## src/verilog/uarls_params.svh

```systemverilog
// Named offsets, bit positions, reset values and sizes of the line-status block.
// Assumes inclusion by bare name from every design file that needs them.
`ifndef UARLS_PARAMS_SVH
`define UARLS_PARAMS_SVH

`define UARLS_ADDR_W       3
`define UARLS_OFS_DATA     3'h0
`define UARLS_OFS_CTRL     3'h2
`define UARLS_OFS_LCF      3'h5

`define UARLS_CTRL_FIFO_EN 0
`define UARLS_CTRL_THRE_IE 1
`define UARLS_CTRL_RESET   8'h00

`define UARLS_LCF_DR       0
`define UARLS_LCF_OE       1
`define UARLS_LCF_PE       2
`define UARLS_LCF_FE       3
`define UARLS_LCF_BI       4
`define UARLS_LCF_THRE     5
`define UARLS_LCF_TEMT     6
`define UARLS_LCF_FERR     7

`define UARLS_BYTE_ZERO    8'h00
`define UARLS_DATA_W       8
`define UARLS_FIFO_DEPTH   16

`endif

```

## src/verilog/uarls_pkg.sv

```systemverilog
// Types shared by the line-status block and its FIFO.
// Assumes nothing beyond a SystemVerilog compiler.
package uarls_pkg;

  // One receive FIFO word: error marks travel with their character
  typedef struct packed {
    logic       brk;
    logic       frame;
    logic       parity;
    logic [7:0] data;
  } uarls_rx_entry_type;

  typedef enum logic {
    BRK_IDLE,
    BRK_HELD
  } uarls_brk_state_type;

endpackage

```

## src/verilog/uarls_fifo_if.sv

```systemverilog
// Carrier between the line-status block and its FIFO instances.
// Assumes one clock domain; the store side owns ready, valid, data out and level.
`timescale 1ns/1ps
interface uarls_fifo_if #(
  parameter int W  = 8,
  parameter int CW = 5
);
  logic          push_valid;
  logic          push_ready;
  logic [W-1:0]  push_data;
  logic          pop_valid;
  logic          pop_ready;
  logic [W-1:0]  pop_data;
  logic          flush;
  logic [CW-1:0] level;

  modport store (
    input  push_valid, push_data, pop_ready, flush,
    output push_ready, pop_valid, pop_data, level
  );
  modport user (
    output push_valid, push_data, pop_ready, flush,
    input  push_ready, pop_valid, pop_data, level
  );
endinterface

```

## src/verilog/uarls_fifo.sv

```systemverilog
// Synchronous FIFO with valid/ready on both sides and a flush.
// Assumes DEPTH is a power of two and the interface CW equals $clog2(DEPTH+1).
`timescale 1ns/1ps
module uarls_fifo #(
  parameter int W     = 8,
  parameter int DEPTH = 16
) (
  input  wire logic   i_sys_clk,  // System clock
  input  wire logic   i_sys_rst,  // Asynchronous reset, active high
  uarls_fifo_if.store f           // Fill and drain sides
);
  localparam int PW = $clog2(DEPTH);
  localparam int CW = $clog2(DEPTH + 1);

  logic [W-1:0]  mem [DEPTH];
  logic [PW-1:0] wr_ptr;
  logic [PW-1:0] rd_ptr;
  logic [CW-1:0] count;
  logic          do_push;
  logic          do_pop;

  assign f.push_ready = (count != CW'(DEPTH));
  assign f.pop_valid  = (count != '0);
  assign f.pop_data   = mem[rd_ptr];
  assign f.level      = count;
  assign do_push      = f.push_valid & f.push_ready;
  assign do_pop       = f.pop_ready & f.pop_valid;

  always_ff @(posedge i_sys_clk) begin
    if (do_push) begin
      mem[wr_ptr] <= f.push_data;
    end
  end

  always_ff @(posedge i_sys_clk or posedge i_sys_rst) begin
    if (i_sys_rst) begin
      wr_ptr <= '0;
      rd_ptr <= '0;
      count  <= '0;
    end else if (f.flush) begin
      wr_ptr <= '0;
      rd_ptr <= '0;
      count  <= '0;
    end else begin
      if (do_push) begin
        wr_ptr <= wr_ptr + 1'b1;
      end
      if (do_pop) begin
        rd_ptr <= rd_ptr + 1'b1;
      end
      if (do_push && !do_pop) begin
        count <= count + 1'b1;
      end else if (do_pop && !do_push) begin
        count <= count - 1'b1;
      end
    end
  end
endmodule

```

## src/verilog/uarls_line_status.sv

```systemverilog
// Line-status flags of one UART channel with its receive and transmit FIFOs.
// Assumes a receiver that pulses one completed character with its error marks,
// a transmitter that takes characters by pulse, and a CPU on a plain register port.
// Operation
// - FIFOs off: idle flag high only when holding and shift registers both empty.
// - FIFO mode: idle flag high only when transmit FIFO and shift register empty.
// - FIFOs off: holding-empty sets on move to shifter, clears on CPU load.
// - Holding-empty with its enable on requests an interrupt.
// - FIFO mode: holding-empty set while transmit FIFO empty, cleared on any write.
// - Break flag set on line low for a whole frame; otherwise reads zero.
// - FIFO mode: one break character stored per break condition.
// - Framing-error flag set when a character lacks a valid stop bit.
// - FIFO mode: framing and parity flags belong to the head character.
// - Parity-error flag set when received parity mismatches the configured parity.
// - Overrun flag set when a character completes while the FIFO is full.
// - On overrun the new character is dropped; FIFO contents stay intact.
// - Data-ready set while holding register or FIFO holds a character.
// - Data-ready clear when nothing is held; cleared is the default.
// - FIFO mode: FIFO error flag set while any stored character carries an error mark.
//
// The register addresses and strobed register access were chosen for this implementation.
`timescale 1ns/1ps
`include "uarls_params.svh"
module uarls_line_status #(
  parameter int DEPTH = `UARLS_FIFO_DEPTH
) (
  input  wire logic                     i_sys_clk,       // 40 MHz system clock
  input  wire logic                     i_sys_rst,       // Asynchronous reset, active high
  input  wire logic [`UARLS_ADDR_W-1:0] i_addr,          // Register address
  input  wire logic [`UARLS_DATA_W-1:0] i_wr_data,       // Register write data
  input  wire logic                     i_wr_stb,        // Write strobe, one cycle
  input  wire logic                     i_rd_stb,        // Read strobe, one cycle
  output logic      [`UARLS_DATA_W-1:0] o_rd_data,       // Read data, cycle after strobe
  input  wire logic                     i_rx_char_valid, // Receiver completed a character
  input  wire logic [`UARLS_DATA_W-1:0] i_rx_char,       // Received character
  input  wire logic                     i_rx_parity_err, // Parity mismatch on it
  input  wire logic                     i_rx_frame_err,  // Missing stop bit on it
  input  wire logic                     i_rx_break,      // Line was low for a whole frame
  input  wire logic                     i_rx_line,       // Serial receive line level
  input  wire logic                     i_shift_load,    // Shifter takes the next character
  input  wire logic                     i_shift_done,    // Shifter finished its character
  output logic      [`UARLS_DATA_W-1:0] o_tx_data,       // Character handed to shifter
  output logic                          o_tx_pending,    // A character awaits the shifter
  output logic                          o_thre_irq,      // Holding-empty interrupt request
  output logic                          o_fifo_mode      // FIFO mode is on
);
  import uarls_pkg::*;

  localparam int CW = $clog2(DEPTH + 1);
  localparam int RW = $bits(uarls_rx_entry_type);

  uarls_fifo_if #(.W(RW), .CW(CW))              rx_q ();
  uarls_fifo_if #(.W(`UARLS_DATA_W), .CW(CW))   tx_q ();

  uarls_fifo #(.W(RW), .DEPTH(DEPTH)) u_rx_fifo (
    .i_sys_clk (i_sys_clk),
    .i_sys_rst (i_sys_rst),
    .f         (rx_q)
  );

  uarls_fifo #(.W(`UARLS_DATA_W), .DEPTH(DEPTH)) u_tx_fifo (
    .i_sys_clk (i_sys_clk),
    .i_sys_rst (i_sys_rst),
    .f         (tx_q)
  );

  logic [`UARLS_DATA_W-1:0] ctrl;
  logic                     fifo_en;
  logic                     thre_ie;
  logic                     ctrl_wr;
  logic                     mode_flip;
  logic                     lcf_rd;
  logic                     cpu_tx_wr;
  logic                     cpu_rx_rd;

  // Transmit side
  logic                     tx_full_eff;
  logic                     tx_push;
  logic                     tx_pop;
  logic [CW-1:0]            next_tx_level;
  logic                     shift_busy;
  logic                     next_shift_busy;
  logic                     thre;
  logic                     temt;

  // Receive side
  uarls_brk_state_type      brk_state;
  uarls_rx_entry_type       rx_in;
  uarls_rx_entry_type       rx_head;
  logic                     rx_full_eff;
  logic                     rx_dup_brk;
  logic                     rx_new;
  logic                     rx_push;
  logic                     rx_pop;
  logic                     overrun_evt;
  logic [CW-1:0]            next_rx_level;
  logic                     head_fresh;
  logic                     next_head_fresh;
  logic [CW-1:0]            err_count;
  logic [CW-1:0]            next_err_count;
  logic                     in_err;
  logic                     head_err;

  // Flags
  logic                     data_ready;
  logic                     overrun;
  logic                     parity_flag;
  logic                     frame_flag;
  logic                     break_flag;
  logic                     fifo_err;
  logic [`UARLS_DATA_W-1:0] lcf_byte;

  assign fifo_en   = ctrl[`UARLS_CTRL_FIFO_EN];
  assign thre_ie   = ctrl[`UARLS_CTRL_THRE_IE];
  assign ctrl_wr   = i_wr_stb && (i_addr == `UARLS_OFS_CTRL);
  assign cpu_tx_wr = i_wr_stb && (i_addr == `UARLS_OFS_DATA);
  assign cpu_rx_rd = i_rd_stb && (i_addr == `UARLS_OFS_DATA);
  assign lcf_rd    = i_rd_stb && (i_addr == `UARLS_OFS_LCF);
  // Changing mode empties both queues so stale depth-1 and FIFO contents never mix
  assign mode_flip = ctrl_wr && (i_wr_data[`UARLS_CTRL_FIFO_EN] != fifo_en);

  always_ff @(posedge i_sys_clk or posedge i_sys_rst) begin
    if (i_sys_rst) begin
      ctrl <= `UARLS_CTRL_RESET;
    end else if (ctrl_wr) begin
      ctrl <= i_wr_data;
    end
  end

  // Transmit queue: with FIFOs off it acts as a single holding register
  assign tx_full_eff     = fifo_en ? !tx_q.push_ready : tx_q.pop_valid;
  assign tx_push         = cpu_tx_wr && !tx_full_eff;
  assign tx_pop          = i_shift_load && tx_q.pop_valid;
  assign tx_q.push_valid = tx_push;
  assign tx_q.push_data  = i_wr_data;
  assign tx_q.pop_ready  = i_shift_load;
  assign tx_q.flush      = mode_flip;

  always_comb begin
    next_tx_level = tx_q.level;
    if (mode_flip) begin
      next_tx_level = '0;
    end else if (tx_push && !tx_pop) begin
      next_tx_level = tx_q.level + 1'b1;
    end else if (tx_pop && !tx_push) begin
      next_tx_level = tx_q.level - 1'b1;
    end
  end

  // Load into the shifter wins over a finish in the same cycle
  // Busy spans from the load until the shifter reports its finish
  always_comb begin
    next_shift_busy = shift_busy;
    if (i_shift_done) begin
      next_shift_busy = 1'b0;
    end
    if (tx_pop) begin
      next_shift_busy = 1'b1;
    end
  end

  always_ff @(posedge i_sys_clk or posedge i_sys_rst) begin
    if (i_sys_rst) begin
      shift_busy <= 1'b0;
    end else begin
      shift_busy <= next_shift_busy;
    end
  end

  always_ff @(posedge i_sys_clk or posedge i_sys_rst) begin
    if (i_sys_rst) begin
      o_tx_data <= `UARLS_BYTE_ZERO;
    end else if (tx_pop) begin
      o_tx_data <= tx_q.pop_data;
    end
  end

  always_ff @(posedge i_sys_clk or posedge i_sys_rst) begin
    if (i_sys_rst) begin
      thre         <= 1'b1;
      temt         <= 1'b1;
      o_tx_pending <= 1'b0;
    end else begin
      thre         <= (next_tx_level == '0);
      temt         <= (next_tx_level == '0) && !next_shift_busy;
      o_tx_pending <= (next_tx_level != '0);
    end
  end

  // Mirrors take a control write at the same edge as the control register itself
  always_ff @(posedge i_sys_clk or posedge i_sys_rst) begin
    if (i_sys_rst) begin
      o_thre_irq  <= 1'b0;
      o_fifo_mode <= 1'b0;
    end else begin
      o_thre_irq  <= (next_tx_level == '0) &&
                     (ctrl_wr ? i_wr_data[`UARLS_CTRL_THRE_IE] : thre_ie);
      o_fifo_mode <= ctrl_wr ? i_wr_data[`UARLS_CTRL_FIFO_EN] : fifo_en;
    end
  end

  // Receive queue: with FIFOs off it acts as a single holding register
  assign rx_full_eff = fifo_en ? !rx_q.push_ready : rx_q.pop_valid;
  // A break that is still held produces no second character
  assign rx_dup_brk  = i_rx_break && (brk_state == BRK_HELD);
  assign rx_new      = i_rx_char_valid && !rx_dup_brk && !mode_flip;
  assign rx_push     = rx_new && !rx_full_eff;
  assign overrun_evt = rx_new && rx_full_eff;
  assign rx_pop      = cpu_rx_rd && rx_q.pop_valid;
  assign rx_head     = uarls_rx_entry_type'(rx_q.pop_data);

  always_comb begin
    rx_in        = '0;
    rx_in.data   = i_rx_char;
    rx_in.parity = i_rx_parity_err;
    rx_in.frame  = i_rx_frame_err;
    rx_in.brk    = i_rx_break;
  end

  assign in_err          = i_rx_parity_err || i_rx_frame_err || i_rx_break;
  assign head_err        = rx_head.parity || rx_head.frame || rx_head.brk;
  assign rx_q.push_valid = rx_push;
  assign rx_q.push_data  = rx_in;
  assign rx_q.pop_ready  = cpu_rx_rd;
  assign rx_q.flush      = mode_flip;

  always_ff @(posedge i_sys_clk or posedge i_sys_rst) begin
    if (i_sys_rst) begin
      brk_state <= BRK_IDLE;
    end else begin
      unique case (brk_state)
        BRK_IDLE: begin
          if (i_rx_char_valid && i_rx_break) begin
            brk_state <= BRK_HELD;
          end
        end
        BRK_HELD: begin
          if (i_rx_line) begin
            brk_state <= BRK_IDLE;
          end
        end
      endcase
    end
  end

  always_comb begin
    next_rx_level = rx_q.level;
    if (mode_flip) begin
      next_rx_level = '0;
    end else if (rx_push && !rx_pop) begin
      next_rx_level = rx_q.level + 1'b1;
    end else if (rx_pop && !rx_push) begin
      next_rx_level = rx_q.level - 1'b1;
    end
  end

  // A new character reaches the head when it enters an empty queue or a pop exposes one
  always_comb begin
    next_head_fresh = 1'b0;
    if (!mode_flip) begin
      if (rx_push && (rx_q.level == '0)) begin
        next_head_fresh = 1'b1;
      end
      if (rx_pop && (next_rx_level != '0)) begin
        next_head_fresh = 1'b1;
      end
    end
  end

  always_comb begin
    next_err_count = err_count;
    if (mode_flip) begin
      next_err_count = '0;
    end else begin
      if (rx_push && in_err) begin
        next_err_count = next_err_count + 1'b1;
      end
      if (rx_pop && head_err) begin
        next_err_count = next_err_count - 1'b1;
      end
    end
  end

  always_ff @(posedge i_sys_clk or posedge i_sys_rst) begin
    if (i_sys_rst) begin
      head_fresh <= 1'b0;
      err_count  <= '0;
    end else begin
      head_fresh <= next_head_fresh;
      err_count  <= next_err_count;
    end
  end

  // Visible flags follow this edge's push and pop, not last cycle's level
  always_ff @(posedge i_sys_clk or posedge i_sys_rst) begin
    if (i_sys_rst) begin
      data_ready <= 1'b0;
      fifo_err   <= 1'b0;
    end else begin
      data_ready <= (next_rx_level != '0);
      fifo_err   <= fifo_en && (next_err_count != '0);
    end
  end

  // Sticky error flags: a setting event beats the clearing read in the same cycle
  always_ff @(posedge i_sys_clk or posedge i_sys_rst) begin
    if (i_sys_rst) begin
      overrun     <= 1'b0;
      parity_flag <= 1'b0;
      frame_flag  <= 1'b0;
      break_flag  <= 1'b0;
    end else begin
      overrun     <= (overrun && !lcf_rd) || overrun_evt;
      parity_flag <= (parity_flag && !lcf_rd) || (head_fresh && rx_head.parity);
      frame_flag  <= (frame_flag && !lcf_rd) || (head_fresh && rx_head.frame);
      break_flag  <= (break_flag && !lcf_rd) || (head_fresh && rx_head.brk);
    end
  end

  always_comb begin
    lcf_byte                  = `UARLS_BYTE_ZERO;
    lcf_byte[`UARLS_LCF_DR]   = data_ready;
    lcf_byte[`UARLS_LCF_OE]   = overrun;
    lcf_byte[`UARLS_LCF_PE]   = parity_flag;
    lcf_byte[`UARLS_LCF_FE]   = frame_flag;
    lcf_byte[`UARLS_LCF_BI]   = break_flag;
    lcf_byte[`UARLS_LCF_THRE] = thre;
    lcf_byte[`UARLS_LCF_TEMT] = temt;
    lcf_byte[`UARLS_LCF_FERR] = fifo_err;
  end

  // Read data is valid only in the cycle after the strobe and zero otherwise
  always_ff @(posedge i_sys_clk or posedge i_sys_rst) begin
    if (i_sys_rst) begin
      o_rd_data <= `UARLS_BYTE_ZERO;
    end else if (i_rd_stb) begin
      unique case (i_addr)
        `UARLS_OFS_DATA: o_rd_data <= rx_q.pop_valid ? rx_head.data : `UARLS_BYTE_ZERO;
        `UARLS_OFS_CTRL: o_rd_data <= ctrl;
        `UARLS_OFS_LCF:  o_rd_data <= lcf_byte;
        default:         o_rd_data <= `UARLS_BYTE_ZERO;
      endcase
    end else begin
      o_rd_data <= `UARLS_BYTE_ZERO;
    end
  end
endmodule

```

## config.mk

```make
export PLATFORM = sky130hd
export DESIGN_NAME = uarls_line_status
export DESIGN_NICKNAME = d
export VERILOG_FILES = /design/src/verilog/uarls_pkg.sv /design/src/verilog/uarls_fifo_if.sv /design/src/verilog/uarls_fifo.sv /design/src/verilog/uarls_line_status.sv
export VERILOG_INCLUDE_DIRS = /design/src /design/src/verilog
export SDC_FILE = /design/constraint.sdc
export NUM_CORES = 1
export LEC_CHECK = 0
export BUFFER_PORTS_ARGS = -buffer_cell sky130_fd_sc_hd__buf_2
export CORE_MARGIN = 10
export CORE_UTILIZATION = 50
export DETAILED_ROUTE_END_ITERATION = 6
export PLACE_DENSITY_LB_ADDON = 0.25
export SLEW_MARGIN = 20
export SYNTH_ARGS = -nofsm -noshare
export SYNTH_HDL_FRONTEND = slang
export SYNTH_SLANG_ARGS = --single-unit
```

## constraint.sdc

```tcl
create_clock -name i_sys_clk -period 8.35 [get_ports i_sys_clk]
set_input_delay 1.2525 -clock i_sys_clk [delete_from_list [all_inputs] [get_ports i_sys_clk]]
set_output_delay 1.2525 -clock i_sys_clk [all_outputs]
set_load 0.02 [all_outputs]
```

==> reports/qor.yml <==
worst_setup_path:
  crit_path_start_kind: "input port"
  crit_type: "in2reg"
  ff2ff_setup_slack_ns: 5.08
  crit_path_end_kind: "flip-flop"
  critPathTopFamily: "compound AO/OA/AOI/OAI gates"
  cp_cell_sequence: "buf_2 -> xor2_1 -> a211o_1 -> nor2_1 -> mux2i_1 -> ha_1 -> inv_1 -> a2111oi_4 -> mux2i_1 -> o31a_1"
  cp.depth: 10
  endpoint: "fifo_err"
  cp_common_cell: "mux2i_1"
  cp_slowest_stage_delay_ns: 0.41
  cp.required_ns: 8.76
  worstPathArrival_ns: 3.93
  worst-path-buf-inv: 2
  crit_fanout: 18
  r2r_start: "u_rx_fifo.f.level[0]"
  r2r_cells: 11
  crit_start: "i_wr_data[0]"
  critPathSlowestCell: "a211o_1"
  worstReg2RegEnd: "fifo_err"
route:
  wl_mm: 31.4
  drc: 0
  drtAntennaViolNets: 0
  firstDrtPassIters: 5
  vias_per_cell: 5.87
  dr.first_iter.drc_count: 583
  vias: 7639
  wl_per_cell_um: 24.2
power_and_ir_drop:
  peakVddDrop_uv: 198
  power_density_mw_per_mm2: 314
  p_leak_nw: 5.93
yosys:
  ys.flop_type: "edfxtp_1"
  yosys_warnings: 0
  ys_ff_latch: 373
  yosys.area.top_type: "edfxtp_1"
  synth_seq_area_share_pct: 71.0
  synth_cell_types: 74
  syn_avg_cell_area_sq_um: 18.7
  synthesis.area_sq_mm: 0.0153
  syn_nets: 864
  async_reset_ff_share_pct: 18.5
  synth_top_area_share_pct: 59.7
  synth_edf_count: 304
  ys_top_cells_by_area: "edfxtp_1, mux4_2, dfrtp_1"
  syn_inst: 817
sta:
  slew_headroom_pct: 33.5
  tns_ns: 0
  hold_viol: 0
  holdWs_ns: 0.479
  post-route-period-util_pct: 42.1
  max_freq_mhz: 284
  worst_slew_pin_slew_ns: 0.988
  finalCriticalPeriod_ns: 3.52
  setup_viol: 0
  final.setup_skew_ns: 0.0289
  drv_slew: 0
  rsz0062_at_grt: "no"
floorplanning:
  die_h_um: 195
  core_area_sq_mm: 0.0299
  fp-row-count: 63
  die_x_um: 195
  io-pin-count: 49
  initial_core_util_pct: 51.2
  die-area_sq_mm: 0.0380
placed_design:
  gp_congestion: 0.805
  placed_cells: 1230
  hpwl_mm: 19.8
  port_buffers: 48
clocking:
  post_cts_buffers: 0
  cts_tree: "built"
  cts_hold_buffers: 0
  cts_resized: 0
  cts_sinks: 373
  htree_num_levels: 2
  clkSlewWorstSetupHoldPaths_ns: 0.06
  root_buffer: "clkbuf_16"
  clkLatencyLatePin_ns: 0.53
  cts_buffer_depth: 3
  cts_buffers: 39
worst_hold_path:
  hold_path.class: "reg2reg"
global_route:
  grt_overflow: 0
  antenna_found_initial: 1
  grt_usage_pct: 16.4
  grt_pass1_wl_mm: 48.2
  grt_pass1_vias: 7957
  grt_max_degree: 70
run_status:
  outcome: "complete, no violations"
cells_and_area:
  final_layout_size_suffix_gt1_share_pct: 27.0
  fin_util_pct: 57.7
  diodes: 0
  layout_commonest_cell: "edfxtp_1"
  fin_cells: 1301
  nFillCells: 2166
  layout_common_cells: "edfxtp_1, mux4_2, dfrtp_1, nand2_1, buf_2"
  area_growth_pct: 12.8
  fin_nets: 928
job:
  drv_cap: 0
-- worst min-delay path by stage --
stage                         start        end  slack (ns)  cells past startpoint
final                     brk_state  brk_state        0.48                      1
after global routing      brk_state  brk_state        0.51                      1
after CTS                   ctrl[6]    ctrl[6]        0.49                      2
after detailed placement    ctrl[6]    ctrl[6]        0.47                      2
after global placement      ctrl[2]    ctrl[2]        0.46                      2
after floorplan             ctrl[7]    ctrl[7]        0.45                      2
-- through the flow --
step | power, mW | instance area [sq um] | worst slack [ns]
after global placement | 3.70 | 15900 | 4.42
after global routing | 5.66 | 17200 | 4.63
final | 5.41 | 17200 | 4.83
after detailed placement | 3.72 | 15900 | 4.31
after CTS | 5.47 | 17200 | 4.85
after floorplan | 3.35 | 15300 | 4.92
-- layer usage --
layer  vias up  global-route usage (%)  part of all wire, %
li1       3408                       -                    -
met1      3998                    21.8                   43
met2       194                    27.9                   51
met3        37                    2.77                  5.0
met4         2                    3.41                  1.3
met5         -                       0                0.041
-- area by class of cell --
cell class	instances	area, sq um	share of cell area, %
Sequential cell	373	10900	63.0
Multi-Input combinational cell	395	4220	24.5
Clock buffer	43	991	5.75
Tap cell	390	488	2.83
Clock inverter	28	318	1.84
Timing Repair Buffer	56	300	1.74
Inverter	16	60.1	0.348
-- registers in the layout (all words and copies together), names as in the netlist, 4 cells and up --
| register | count |
|---|---|
| u_rx_fifo.f.level | 5 |
| o_tx_data | 8 |
| u_rx_fifo.wr_ptr | 4 |
| u_tx_fifo.rd_ptr | 4 |
| u_rx_fifo.mem | 176 |
| u_rx_fifo.rd_ptr | 4 |
| ctrl | 8 |
| err_count | 5 |
| u_tx_fifo.wr_ptr | 4 |
| u_tx_fifo.mem | 128 |
| u_tx_fifo.f.level | 5 |
| o_rd_data | 8 |
-- Yosys cell counts, types with 2 or more instances --
master    number
edfxtp_1     304
mux4_2        92
dfrtp_1       67
nand2_1       49
nor2_1        44
and2_1        32
ha_1          17
clkbuf_1      16
inv_1         16
xor2_1        12
xnor2_1       10
mux2_2         9
nand3_1        9
a222oi_1       8
buf_1          8
a21oi_1        7
buf_2          7
nor3_1         7
o21ai_0        7
mux2i_1        6
a22oi_1        5
nor3b_1        5
a211oi_1       4
a22o_1         4
and3_1         4
and4_1         4
nand4_1        3
nor2b_1        3
a21o_2         2
a21oi_2        2
a311oi_1       2
a31oi_1        2
a41o_1         2
a41oi_2        2
buf_6          2
dfstp_2        2
nand3_2        2
nor3_4         2
o31ai_1        2
or4b_1         2
-- logic make-up (layout without fill, tap and decap cells) --
logic type | after synthesis | after routing | share of synthesized area, %
flip-flops | 373 | 373 | 71.0
AND/OR/NAND/NOR | 183 | 183 | 6.61
multiplexers | 107 | 107 | 14.6
AO/OA/AOI/OAI | 65 | 65 | 3.62
buffers and inverters | 49 | 143 | 1.36
XOR/XNOR | 23 | 23 | 1.37
adder cells (fa/ha/maj) | 17 | 17 | 1.39
-- report_power, final --
part | internal [mW] | switching, mW | leakage, nW | total, mW
logic | 0.650 | 0.675 | 1.71 | 1.33
registers | 2.17 | 0.171 | 3.59 | 2.34
clock network | 1.05 | 0.700 | 0.633 | 1.75
total | 3.87 | 1.55 | 5.93 | 5.41
Power figures use the tool's default switching activity.
